**src/hdl/conv_pkg.sv**
```systemverilog
// package for the conversion mode switch block: offsets, commands, timing, states
// assumes a single 100 MHz system clock and an open-drain 2-wire bus outside
package conv_pkg;

  // ----------------------------------------------------------------
  // register map and command codes
  // ----------------------------------------------------------------
  localparam logic [7:0] CONV_CFG_HIGH_OFS = 8'hac; // conversion_config_high location
  localparam logic [7:0] CMD_START_CONV = 8'h51;    // begin temperature conversions
  localparam logic [7:0] CMD_COMMIT = 8'h48;        // copy volatile config to nonvolatile
  localparam int SEL_BIT = 0;                       // single_conversion_select position
  localparam logic [7:0] CFG_RESET = 8'h00;         // config contents after reset
  localparam logic [6:0] DEV_ADDR_DEFAULT = 7'h2a;  // bus address, value is arbitrary
  localparam logic [3:0] BITS_PER_BYTE = 4'h8;      // data bits before the ack slot

  // ----------------------------------------------------------------
  // timing
  // ----------------------------------------------------------------
  localparam int SYS_CLK_HZ = 100_000_000;
  localparam int COMMIT_TIME_MS = 10;               // nonvolatile commit duration
  localparam int COMMIT_CYCLES_DOC = COMMIT_TIME_MS * (SYS_CLK_HZ / 1000);

  // ----------------------------------------------------------------
  // byte phase of the bus transaction
  // ----------------------------------------------------------------
  typedef enum logic [4:0] {
    ST_IDLE = 5'h01, // waiting for start
    ST_ADDR = 5'h02, // receiving address byte
    ST_CMD  = 5'h04, // receiving command or location byte
    ST_DATA = 5'h08, // receiving config data byte
    ST_SKIP = 5'h10  // not addressed or nothing more expected
  } bus_state_t;

endpackage : conv_pkg

```
**src/hdl/pin_sync.sv**
```systemverilog
// three-stage synchroniser with agreement filter for one bus pin
// assumes the pin is asynchronous to sys_clk_i
`timescale 1ns/1ps
module pin_sync #(
  parameter logic RESET_LEVEL = 1'b1
) (
  // clock and reset
  input wire logic sys_clk_i,
  input wire logic nrst_i,
  // pin and filtered level
  input wire logic pin_i,
  output logic level_o
);

  logic stage1_q; // metastability catcher, read only by stage2
  logic stage2_q;
  logic stage3_q;

  // ----------------------------------------------------------------
  // sampling chain; level moves only when stages two and three agree
  // ----------------------------------------------------------------
  always_ff @(posedge sys_clk_i or negedge nrst_i) begin
    if (!nrst_i) begin
      stage1_q <= RESET_LEVEL;
      stage2_q <= RESET_LEVEL;
      stage3_q <= RESET_LEVEL;
      level_o <= RESET_LEVEL;
    end else begin
      stage1_q <= pin_i;
      stage2_q <= stage1_q;
      stage3_q <= stage2_q;
      if (stage2_q == stage3_q) begin
        level_o <= stage3_q;
      end
    end
  end

endmodule : pin_sync

```
**src/hdl/conv_mode_switch.sv**
```systemverilog
// 2-wire command interpreter: config high byte write, start convert, nonvolatile commit
// assumes external pull-ups on scl/sda; sda is driven low only through sda_oe_o
`timescale 1ns/1ps
module conv_mode_switch
  import conv_pkg::*;
#(
  parameter logic [6:0] DEV_ADDR = conv_pkg::DEV_ADDR_DEFAULT,
  parameter int COMMIT_CYCLES = conv_pkg::COMMIT_CYCLES_DOC
) (
  // clock and reset
  input wire logic sys_clk_i,
  input wire logic nrst_i,
  // 2-wire bus pins
  input wire logic scl_i,
  input wire logic sda_i,
  output logic sda_o,
  output logic sda_oe_o,
  // device state
  output logic [7:0] config_volatile_o,
  output logic [7:0] config_nonvolatile_o,
  output logic single_conversion_select_o,
  output logic conversion_active_o,
  output logic nonvolatile_busy_flag_o
);
  import conv_pkg::*;

  localparam int CW = $clog2(COMMIT_CYCLES + 1); // busy counter width

  // ----------------------------------------------------------------
  // declarations
  // ----------------------------------------------------------------
  logic scl_lvl; // filtered clock level
  logic sda_lvl; // filtered data level
  logic scl_prev_q; // previous filtered clock
  logic sda_prev_q; // previous filtered data
  bus_state_t state_q; // byte phase
  bus_state_t st_nxt; // phase after the current byte
  logic [3:0] cnt_q; // bits received in current byte
  logic [7:0] shift_q; // incoming byte, msb first
  logic ack_q; // pulling sda low in the ack slot
  logic in_ack_q; // inside the ninth clock
  logic [7:0] cfg_vol_q; // volatile working copy
  logic [7:0] cfg_nv_q; // nonvolatile contents
  logic conv_q; // conversions running
  logic busy_q; // commit in progress
  logic [CW-1:0] busy_cnt_q; // cycles left of the commit
  logic ack_ok; // byte is to be acknowledged
  logic cfg_wr; // data byte lands in volatile copy
  logic conv_go; // start conversions now
  logic commit_go; // start a commit now

  // ----------------------------------------------------------------
  // pin synchronisers
  // ----------------------------------------------------------------
  pin_sync #(.RESET_LEVEL(1'b1)) u_scl_sync (
    .sys_clk_i(sys_clk_i),
    .nrst_i(nrst_i),
    .pin_i(scl_i),
    .level_o(scl_lvl)
  );

  pin_sync #(.RESET_LEVEL(1'b1)) u_sda_sync (
    .sys_clk_i(sys_clk_i),
    .nrst_i(nrst_i),
    .pin_i(sda_i),
    .level_o(sda_lvl)
  );

  // ----------------------------------------------------------------
  // bus event decode
  // ----------------------------------------------------------------
  wire scl_rise = scl_lvl & ~scl_prev_q;
  wire scl_fall = ~scl_lvl & scl_prev_q;
  // start and stop only count while the clock stays high
  wire bus_start = scl_lvl & scl_prev_q & sda_prev_q & ~sda_lvl;
  wire bus_stop = scl_lvl & scl_prev_q & ~sda_prev_q & sda_lvl;
  // eighth bit was sampled and its clock just fell
  wire byte_done = scl_fall & (cnt_q == BITS_PER_BYTE) & ~in_ack_q;
  // ninth clock falls: ack slot ends
  wire ack_done = scl_fall & in_ack_q;
  wire addr_hit = (shift_q[7:1] == DEV_ADDR) & ~shift_q[0];
  wire is_cfg = (shift_q == CONV_CFG_HIGH_OFS);
  wire is_conv = (shift_q == CMD_START_CONV);
  wire is_commit = (shift_q == CMD_COMMIT);

  // ----------------------------------------------------------------
  // byte decision: ack and next phase
  // ----------------------------------------------------------------
  always_comb begin
    ack_ok = 1'b0;
    st_nxt = ST_SKIP;
    case (state_q)
      ST_ADDR: begin
        ack_ok = addr_hit;
        st_nxt = addr_hit ? ST_CMD : ST_SKIP;
      end
      ST_CMD: begin
        // unknown codes are left unacknowledged
        ack_ok = is_cfg | is_conv | is_commit;
        st_nxt = is_cfg ? ST_DATA : ST_SKIP;
      end
      ST_DATA: begin
        ack_ok = 1'b1;
        st_nxt = ST_SKIP;
      end
      ST_IDLE: begin
        st_nxt = ST_IDLE;
      end
      default: begin
        st_nxt = ST_SKIP;
      end
    endcase
  end

  assign cfg_wr = byte_done & (state_q == ST_DATA);
  assign conv_go = byte_done & (state_q == ST_CMD) & is_conv;
  // a commit asked for while one is running is acked but dropped
  assign commit_go = byte_done & (state_q == ST_CMD) & is_commit & ~busy_q;

  // ----------------------------------------------------------------
  // edge history
  // ----------------------------------------------------------------
  always_ff @(posedge sys_clk_i or negedge nrst_i) begin
    if (!nrst_i) begin
      scl_prev_q <= 1'b1;
      sda_prev_q <= 1'b1;
    end else begin
      scl_prev_q <= scl_lvl;
      sda_prev_q <= sda_lvl;
    end
  end

  // ----------------------------------------------------------------
  // byte phase; start and stop override everything
  // ----------------------------------------------------------------
  always_ff @(posedge sys_clk_i or negedge nrst_i) begin
    if (!nrst_i) begin
      state_q <= ST_IDLE;
    end else if (bus_stop) begin
      state_q <= ST_IDLE;
    end else if (bus_start) begin
      state_q <= ST_ADDR; // repeated start restarts the address phase
    end else if (byte_done) begin
      state_q <= st_nxt;
    end
  end

  // ----------------------------------------------------------------
  // bit counter and shifter, msb first
  // ----------------------------------------------------------------
  always_ff @(posedge sys_clk_i or negedge nrst_i) begin
    if (!nrst_i) begin
      cnt_q <= '0;
      shift_q <= '0;
    end else if (bus_start | bus_stop) begin
      cnt_q <= '0;
    end else if (scl_rise & ~in_ack_q & (cnt_q != BITS_PER_BYTE)) begin
      cnt_q <= cnt_q + 4'h1;
      shift_q <= {shift_q[6:0], sda_lvl};
    end else if (ack_done) begin
      cnt_q <= '0;
    end
  end

  // ----------------------------------------------------------------
  // ack slot: driven from the eighth falling edge to the ninth
  // ----------------------------------------------------------------
  always_ff @(posedge sys_clk_i or negedge nrst_i) begin
    if (!nrst_i) begin
      in_ack_q <= 1'b0;
      ack_q <= 1'b0;
    end else if (bus_start | bus_stop | ack_done) begin
      in_ack_q <= 1'b0;
      ack_q <= 1'b0;
    end else if (byte_done) begin
      in_ack_q <= 1'b1;
      ack_q <= ack_ok;
    end
  end

  assign sda_o = 1'b0; // open drain: only ever pulls low
  assign sda_oe_o = ack_q;

  // ----------------------------------------------------------------
  // volatile copy, conversion run flag
  // ----------------------------------------------------------------
  always_ff @(posedge sys_clk_i or negedge nrst_i) begin
    if (!nrst_i) begin
      cfg_vol_q <= CFG_RESET;
      conv_q <= 1'b0;
    end else begin
      if (cfg_wr) begin
        cfg_vol_q <= shift_q;
      end
      if (conv_go) begin
        conv_q <= 1'b1;
      end
    end
  end

  // ----------------------------------------------------------------
  // nonvolatile store and commit timer
  // ----------------------------------------------------------------
  // the timer stands in for the slow cell write so software sees a real busy window
  always_ff @(posedge sys_clk_i or negedge nrst_i) begin
    if (!nrst_i) begin
      cfg_nv_q <= CFG_RESET;
      busy_q <= 1'b0;
      busy_cnt_q <= '0;
    end else if (commit_go) begin
      cfg_nv_q <= cfg_vol_q;
      busy_q <= 1'b1;
      busy_cnt_q <= CW'(COMMIT_CYCLES - 1);
    end else if (busy_q) begin
      if (busy_cnt_q == '0) begin
        busy_q <= 1'b0;
      end else begin
        busy_cnt_q <= busy_cnt_q - 1'b1;
      end
    end
  end

  assign config_volatile_o = cfg_vol_q;
  assign config_nonvolatile_o = cfg_nv_q;
  assign single_conversion_select_o = cfg_vol_q[SEL_BIT];
  assign conversion_active_o = conv_q;
  assign nonvolatile_busy_flag_o = busy_q;

  // ----------------------------------------------------------------
  // checks
  // ----------------------------------------------------------------
  chk_addr_ack: assert property (
    @(posedge sys_clk_i) disable iff (!nrst_i)
    byte_done && (state_q == ST_ADDR) |=> sda_oe_o == $past(addr_hit) && in_ack_q
  ) else $error("address byte ack wrong");

  chk_cfg_select: assert property (
    @(posedge sys_clk_i) disable iff (!nrst_i)
    byte_done && (state_q == ST_CMD) && is_cfg |=> sda_oe_o && (state_q == ST_DATA)
  ) else $error("config location not selected");

  chk_nv_hold: assert property (
    @(posedge sys_clk_i) disable iff (!nrst_i)
    !commit_go |=> $stable(cfg_nv_q)
  ) else $error("nonvolatile changed without commit");

  chk_data_write: assert property (
    @(posedge sys_clk_i) disable iff (!nrst_i)
    byte_done && (state_q == ST_DATA)
    |=> sda_oe_o && single_conversion_select_o == $past(shift_q[SEL_BIT])
  ) else $error("select bit not written");

  chk_conv_start: assert property (
    @(posedge sys_clk_i) disable iff (!nrst_i)
    byte_done && (state_q == ST_CMD) && is_conv |=> conversion_active_o && sda_oe_o
  ) else $error("start convert not honoured");

  chk_commit_copy: assert property (
    @(posedge sys_clk_i) disable iff (!nrst_i)
    commit_go |=> cfg_nv_q == $past(cfg_vol_q) && nonvolatile_busy_flag_o ##1 busy_q
  ) else $error("commit did not copy or flag busy");

  chk_ack_slot: assert property (
    @(posedge sys_clk_i) disable iff (!nrst_i)
    sda_oe_o |-> in_ack_q && (cnt_q == BITS_PER_BYTE)
  ) else $error("ack driven outside ninth clock");

  chk_ack_release: assert property (
    @(posedge sys_clk_i) disable iff (!nrst_i)
    sda_oe_o && scl_fall |=> !sda_oe_o
  ) else $error("ack not released after ninth clock");

endmodule : conv_mode_switch

```
**config.mk**
```make
export PLATFORM = sky130hd
export DESIGN_NAME = conv_mode_switch
export DESIGN_NICKNAME = d
export VERILOG_FILES = /design/src/hdl/conv_pkg.sv /design/src/hdl/pin_sync.sv /design/src/hdl/conv_mode_switch.sv
export SDC_FILE = /design/constraint.sdc
export NUM_CORES = 1
export LEC_CHECK = 0
export BUFFER_PORTS_ARGS = -buffer_cell sky130_fd_sc_hd__buf_4
export CORE_MARGIN = 5
export CORE_UTILIZATION = 59
export CTS_CLUSTER_DIAMETER = 30
export DETAILED_ROUTE_END_ITERATION = 12
export GPL_ROUTABILITY_DRIVEN = 0
export PLACE_DENSITY = 0.79
export SLEW_MARGIN = 20
export SYNTH_ARGS = -nofsm -noshare
export SYNTH_HDL_FRONTEND = slang
export SYNTH_SLANG_ARGS = --single-unit
export TNS_END_PERCENT = 30
```
**constraint.sdc**
```tcl
create_clock -name sys_clk_i -period 2.46 [get_ports sys_clk_i]
set_input_delay 0.246 -clock sys_clk_i [delete_from_list [all_inputs] [get_ports sys_clk_i]]
set_output_delay 0.246 -clock sys_clk_i [all_outputs]
set_load 0.01 [all_outputs]
```
After elaboration in Yosys (flattened, before gate mapping)
Cells that the tools add are included.
{ "op_classes": {"add_sub_neg": 2, "n_eq_ne": 13, "n_mux": 20, "bitwise": 30, "reduce_logical": 7} }
{ "op_table": {"columns": ["operator", "n"], "rows": [
  ["20-bit 2-to-1 mux", 3],
  ["5-bit 2-to-1 mux", 5],
  ["20-bit logical NOT", 1],
  ["20-bit by 1-bit subtractor with 20-bit output, second input constant", 1],
  ["1-bit bitwise AND", 18],
  ["8-bit by 7-bit == test with 1-bit output, second input constant", 2],
  ["5-bit one-hot mux with 3 select lines", 1],
  ["4-bit 2-to-1 mux", 3],
  ["8-bit == test, second input constant", 1],
  ["1-bit inverter", 8],
  ["7-bit by 6-bit == test with 1-bit output, second input constant", 1],
  ["1-bit 2-to-1 mux", 7],
  ["3-bit nonzero test", 2],
  ["5-bit by 1-bit == test with 1-bit output, second input constant", 1],
  ["5-bit by 2-bit == test with 1-bit output, second input constant", 1],
  ["5-bit by 3-bit == test with 1-bit output, second input constant", 1],
  ["5-bit by 4-bit == test with 1-bit output, second input constant", 1],
  ["4-bit by 1-bit adder with 4-bit output, second input constant", 1],
  ["4-bit == test, second input constant", 1],
  ["4-bit inequality test, second input constant", 1],
  ["1-bit OR", 4],
  ["2-bit AND reduction", 2],
  ["2-bit nonzero test", 2],
  ["1-bit one-hot mux with 3 select lines", 1],
  ["other kinds (2)", 3]
]} }
{ "totals": {"reg_bits": 67, "in_bits": 4, "output_inout_bits": 21} }

Longest topological paths before layout
{ "depth": {"depth_word": 9, "ltp_mapped": 8} }

By module
A second synthesis with hierarchy kept.
{ "hier_totals": {"hier_cells": 274, "hier_area_um2": 3158.0} }
{ "by_module_without_submodules": {"columns": ["module", "n_inst", "cells_each", "area_each_um2", "seq_area_each_um2"], "rows": [
  ["conv_mode_switch", 1, 264, 2925.3, 1480.2],
  ["pin_sync", 2, 5, 116.4, 105.1]
]} }

Worst setup path before layout
OpenSTA, ideal clock, no wires.
{ "synth_path": {"kind": "reg2reg", "from": "reg busy_cnt_q[0]", "to": "reg busy_cnt_q[7]", "t_arrival_ns": 1.820, "setup_slack_ns": 0.561, "path_stages_with_launch": 8, "n_path_buf": 1, "path_cell_list": "dfrtp_1 > inv_1 > ha_1 > nor2b_1 > and4_1 > buf_2 > a2111oi_0 > mux2i_1"} }
{ "synth_between": {"elab_chain_len": 4, "word_cells_on_any_way": 7} }
{ "synth_lines": {"columns": ["item", "line", "source"], "rows": [
  ["from (decl)", "conv_mode_switch.sv:46", "logic [CW-1:0] busy_cnt_q;"],
  ["from (signal assigned)", "conv_mode_switch.sv:213", "busy_cnt_q <= CW'(COMMIT_CYCLES - 1);"],
  ["from (signal assigned)", "conv_mode_switch.sv:218", "busy_cnt_q <= busy_cnt_q - 1'b1;"],
  ["20-bit by 1-bit subtractor with 20-bit output", "conv_mode_switch.sv:218", null],
  ["20-bit 2-to-1 mux", "conv_mode_switch.sv:215", "if (busy_cnt_q == '0) begin"],
  ["20-bit 2-to-1 mux", "conv_mode_switch.sv:214", "end else if (busy_q) begin"],
  ["20-bit 2-to-1 mux", "conv_mode_switch.sv:210", "end else if (commit_go) begin"]
]} }
Parallel ways exist; a longest one is shown, timed or not. The select of a mux whose other input is x is not followed.
A chain may end at the register's enable or synchronous reset.

Worst setup path in the final report
{ "layout_path": {"from": "reg busy_cnt_q[0]", "to": "reg busy_cnt_q[4]"} }
The elaborated chain is that of the path after synthesis.

==> run summary <==
Peak supply drop -> 0.000490 V
Type of the worst min-delay path -> input pin to async pin
Slew HR -> 46.9%
Root Buffer -> clkbuf_8
Post-CTS Setup Repair Bufs -> 0
Number of cell rows -> 26
#FFs+latches synth -> 67
Syn Nets -> 286
F_max -> 479 MHz
Synth Flop Type -> dfrtp_1
Clk_lat worst skew -> 340 ps
EDFF count, synth -> 0
Largest net degree at the start of global routing -> 68
RSZ-0062 raised after global routing -> false
# diodes -> 0
Post-synthesis cell type count -> 49
Overflow after GRT -> 0
Share of layout cells above drive strength 1 -> 24.8%
Final cell count without fillers -> 381
Post-CTS Resized -> 0
Initial antenna violation count -> 0
Initial Util -> 61.1%
Hold WS -> -6.30 ps
Syn_area_per_cell -> 11.4 um^2
TritonCTS clock tree -> built
R2r setup slk -> 370 ps
WL met3 -> 299 um
Endpoints failing setup -> 0
Status -> finished, violations left
Via Count -> 2297
PwrDens -> 672 nW/um^2
Area after DPL -> 3390 um^2
Layout net count -> 314
Reg2Reg Depth -> 6
Failing checks -> negative hold slack
Pleak -> 1.67 nW
Final Skew -> 12.8 ps
Crit path max-delay family -> compound AO/OA/AOI/OAI gates
Post-placement cell count -> 363
WP data arrival -> 2340 ps
Layout area overhead -> 13.3%
Global Route Usage Sum -> 19.5%
Routed wire length -> 6.26 mm
Via density -> 6.03
DPL Wire Length -> 4.13 mm
Final ANT Viol Nets -> 0
Levels on crit path -> 6
Slowest cell on crit path -> a2111oi_0
Hold Vio Cnt, Final -> 13
Critical Path Sink Type -> register
Critical path cell sequence -> inv_1 > ha_1 > nor2b_1 > and4_1 > a2111oi_0 > mux2i_1
Die W -> 83.2 um
Critical Path RT -> 2720 ps
Die area -> 6920 um^2
CP startpoint kind -> register
CP max FO -> 13
Clock sink count -> 67
CORE AREA -> 5170 um^2
Final worst path period need -> 2090 ps
Fill count -> 404
CTS Buf Count -> 9
Layout Utilization -> 69.2%
Synthesized area -> 3160 um^2
Post-Syn Instances -> 278
Routed met2 length -> 2.93 mm
Metal-1 WL -> 2.93 mm
Pwr Total -> 2.40 mW
First-pass GRT wire length -> 11.0 mm
Starting DRT DRC Count -> 133
Slew Viols, Final -> 0
Critical path class -> register to register
CP bufs+invs -> 1
Worst Tran Pin Value -> 797 ps
Die height -> 83.2 um
Number of global-route vias before repair -> 2251
Final cycle utilization of the critical path -> 84.8%
H-tree levels -> 3
# DRC -> 0
Setup TNS -> 0 ps
CTS clk-pin slew, worst paths -> 70 ps
Largest buffer count on any clock path -> 2
Synth Warn # -> 0
Fin area -> 3580 um^2
Wirelength per Cell -> 16.4 um
Initial DRT Pass Iterations -> 4
Post-placement setup slack -> 364 ps
Register area share after synthesis -> 53.5%
Delay of the slowest cell on the worst path -> 590 ps
Buffers on Ports -> 23
Setup WS post-layout -> 374 ps
# Max-Cap Violations -> 0
Post-synth ARST share -> 100%
I/O Pins -> 25
Top Layer Used -> met4
## Yosys cell counts, types with 4 or more instances
library cell,n,area (um^2)
or4_1,6,45.0
buf_2,4,20.0
a21oi_1,16,80.1
mux2i_1,10,100
nand4_1,6,37.5
ha_1,4,50.1
nand3b_1,4,30.0
inv_1,7,26.3
nor4_1,8,50.1
nor3_1,6,30.0
dfstp_2,11,289
dfrtp_1,56,1400
nor4b_1,4,35.0
nand2_1,11,41.3
clkbuf_1,6,22.5
nor2_1,13,48.8
mux2_2,24,270
and4_1,4,35.0
o21ai_0,17,85.1
nand3_1,5,25.0
nor3b_1,4,30.0
## path summary, 6_finish.rpt
path	start	endpoint
worst max-delay path	busy_cnt_q[0]$_DFFE_PN0P_	busy_cnt_q[4]$_DFFE_PN0P_
worst max register to register	busy_cnt_q[0]$_DFFE_PN0P_	busy_cnt_q[4]$_DFFE_PN0P_
worst min register to register	u_scl_sync.stage1_q$_DFF_PN1_	u_scl_sync.stage2_q$_DFF_PN1_
max in group asynchronous	nrst_i	shift_q[0]$_DFFE_PN0P_
worst min-delay path	nrst_i	busy_cnt_q[17]$_DFFE_PN0P_
min in group sys_clk_i	u_scl_sync.stage1_q$_DFF_PN1_	u_scl_sync.stage2_q$_DFF_PN1_
## worst register-to-register path, stage by stage (launching register included)
cell       delay, ps
dfrtp_1          420
inv_1             90
ha_1             190
nor2b_1          150
and4_1           340
a2111oi_0        590
mux2i_1          230
## where the power goes
part | internal [mW] | leakage, nW | switching (mW)
clock | 0.391 | 0.0834 | 0.392
combinational | 0.139 | 0.706 | 0.134
sequential | 1.21 | 0.879 | 0.135
total | 1.74 | 1.67 | 0.661
## what timing repair did
action / 4_1_cts / 5_1_grt
hold endpoints to repair: 1 / 1
endpoints found under the setup margin: 0 / 0
hold buffers: 1 / 1
## registers in the layout (all words and copies together) (netlist names), 4 cells and up
register              flops
state_q                   5
config_nonvolatile_o      8
cnt_q                     4
shift_q                   8
config_volatile_o         8
busy_cnt_q               20
## logic make-up (layout without fill, tap and decap cells)
logic type | count (synthesis) | after routing | share of synthesized area, %
muxes | 34 | 34 | 11.7
buffers and inverters | 19 | 52 | 2.65
xor gates and xnor gates | 3 | 3 | 0.831
other | 1 | 1 | 0.119
AOI/OAI and AO/OA | 60 | 60 | 12.1
and+or+nand+nor | 88 | 88 | 16.9
adders and majority gates | 6 | 6 | 2.22
DFF | 67 | 67 | 53.5
## layer usage
layer | GRT usage, % | vias up
met5 | 0 | -
met4 | 8.47 | 0
met3 | 4.55 | 10
met2 | 30.0 | 59
met1 | 26.3 | 1128
li1 | - | 1100
## placed cells by master (no fill, tap or decap), drive strengths merged, types with 4 or more instances in the layout
master	netlist	layout
and4	4	4
nor4	8	8
nand3	5	5
nand3b	4	4
o21ai	17	17
buf	6	27
nor4b	4	4
inv	7	7
mux2i	10	10
clkbuf	6	13
nor3	6	6
ha	4	4
mux2	24	24
a21oi	16	16
nor2	13	13
nand4	6	6
nand2	11	11
dfrtp	56	56
nor3b	4	4
dfstp	11	11
or4	6	6
## area by class of cell
cell class / count / area (um^2) / share of cell area (%)
Timing Repair Buffer: 29 / 223 / 6.22
Multi-Input combinational cell: 192 / 1390 / 38.7
Tap cell: 70 / 87.6 / 2.45
Sequential cell: 67 / 1690 / 47.2
Inverter: 7 / 26.3 / 0.734
Clock buffer: 13 / 149 / 4.16
Clock inverter: 3 / 17.5 / 0.489
Note: power is estimated with default switching activity, not from simulation.
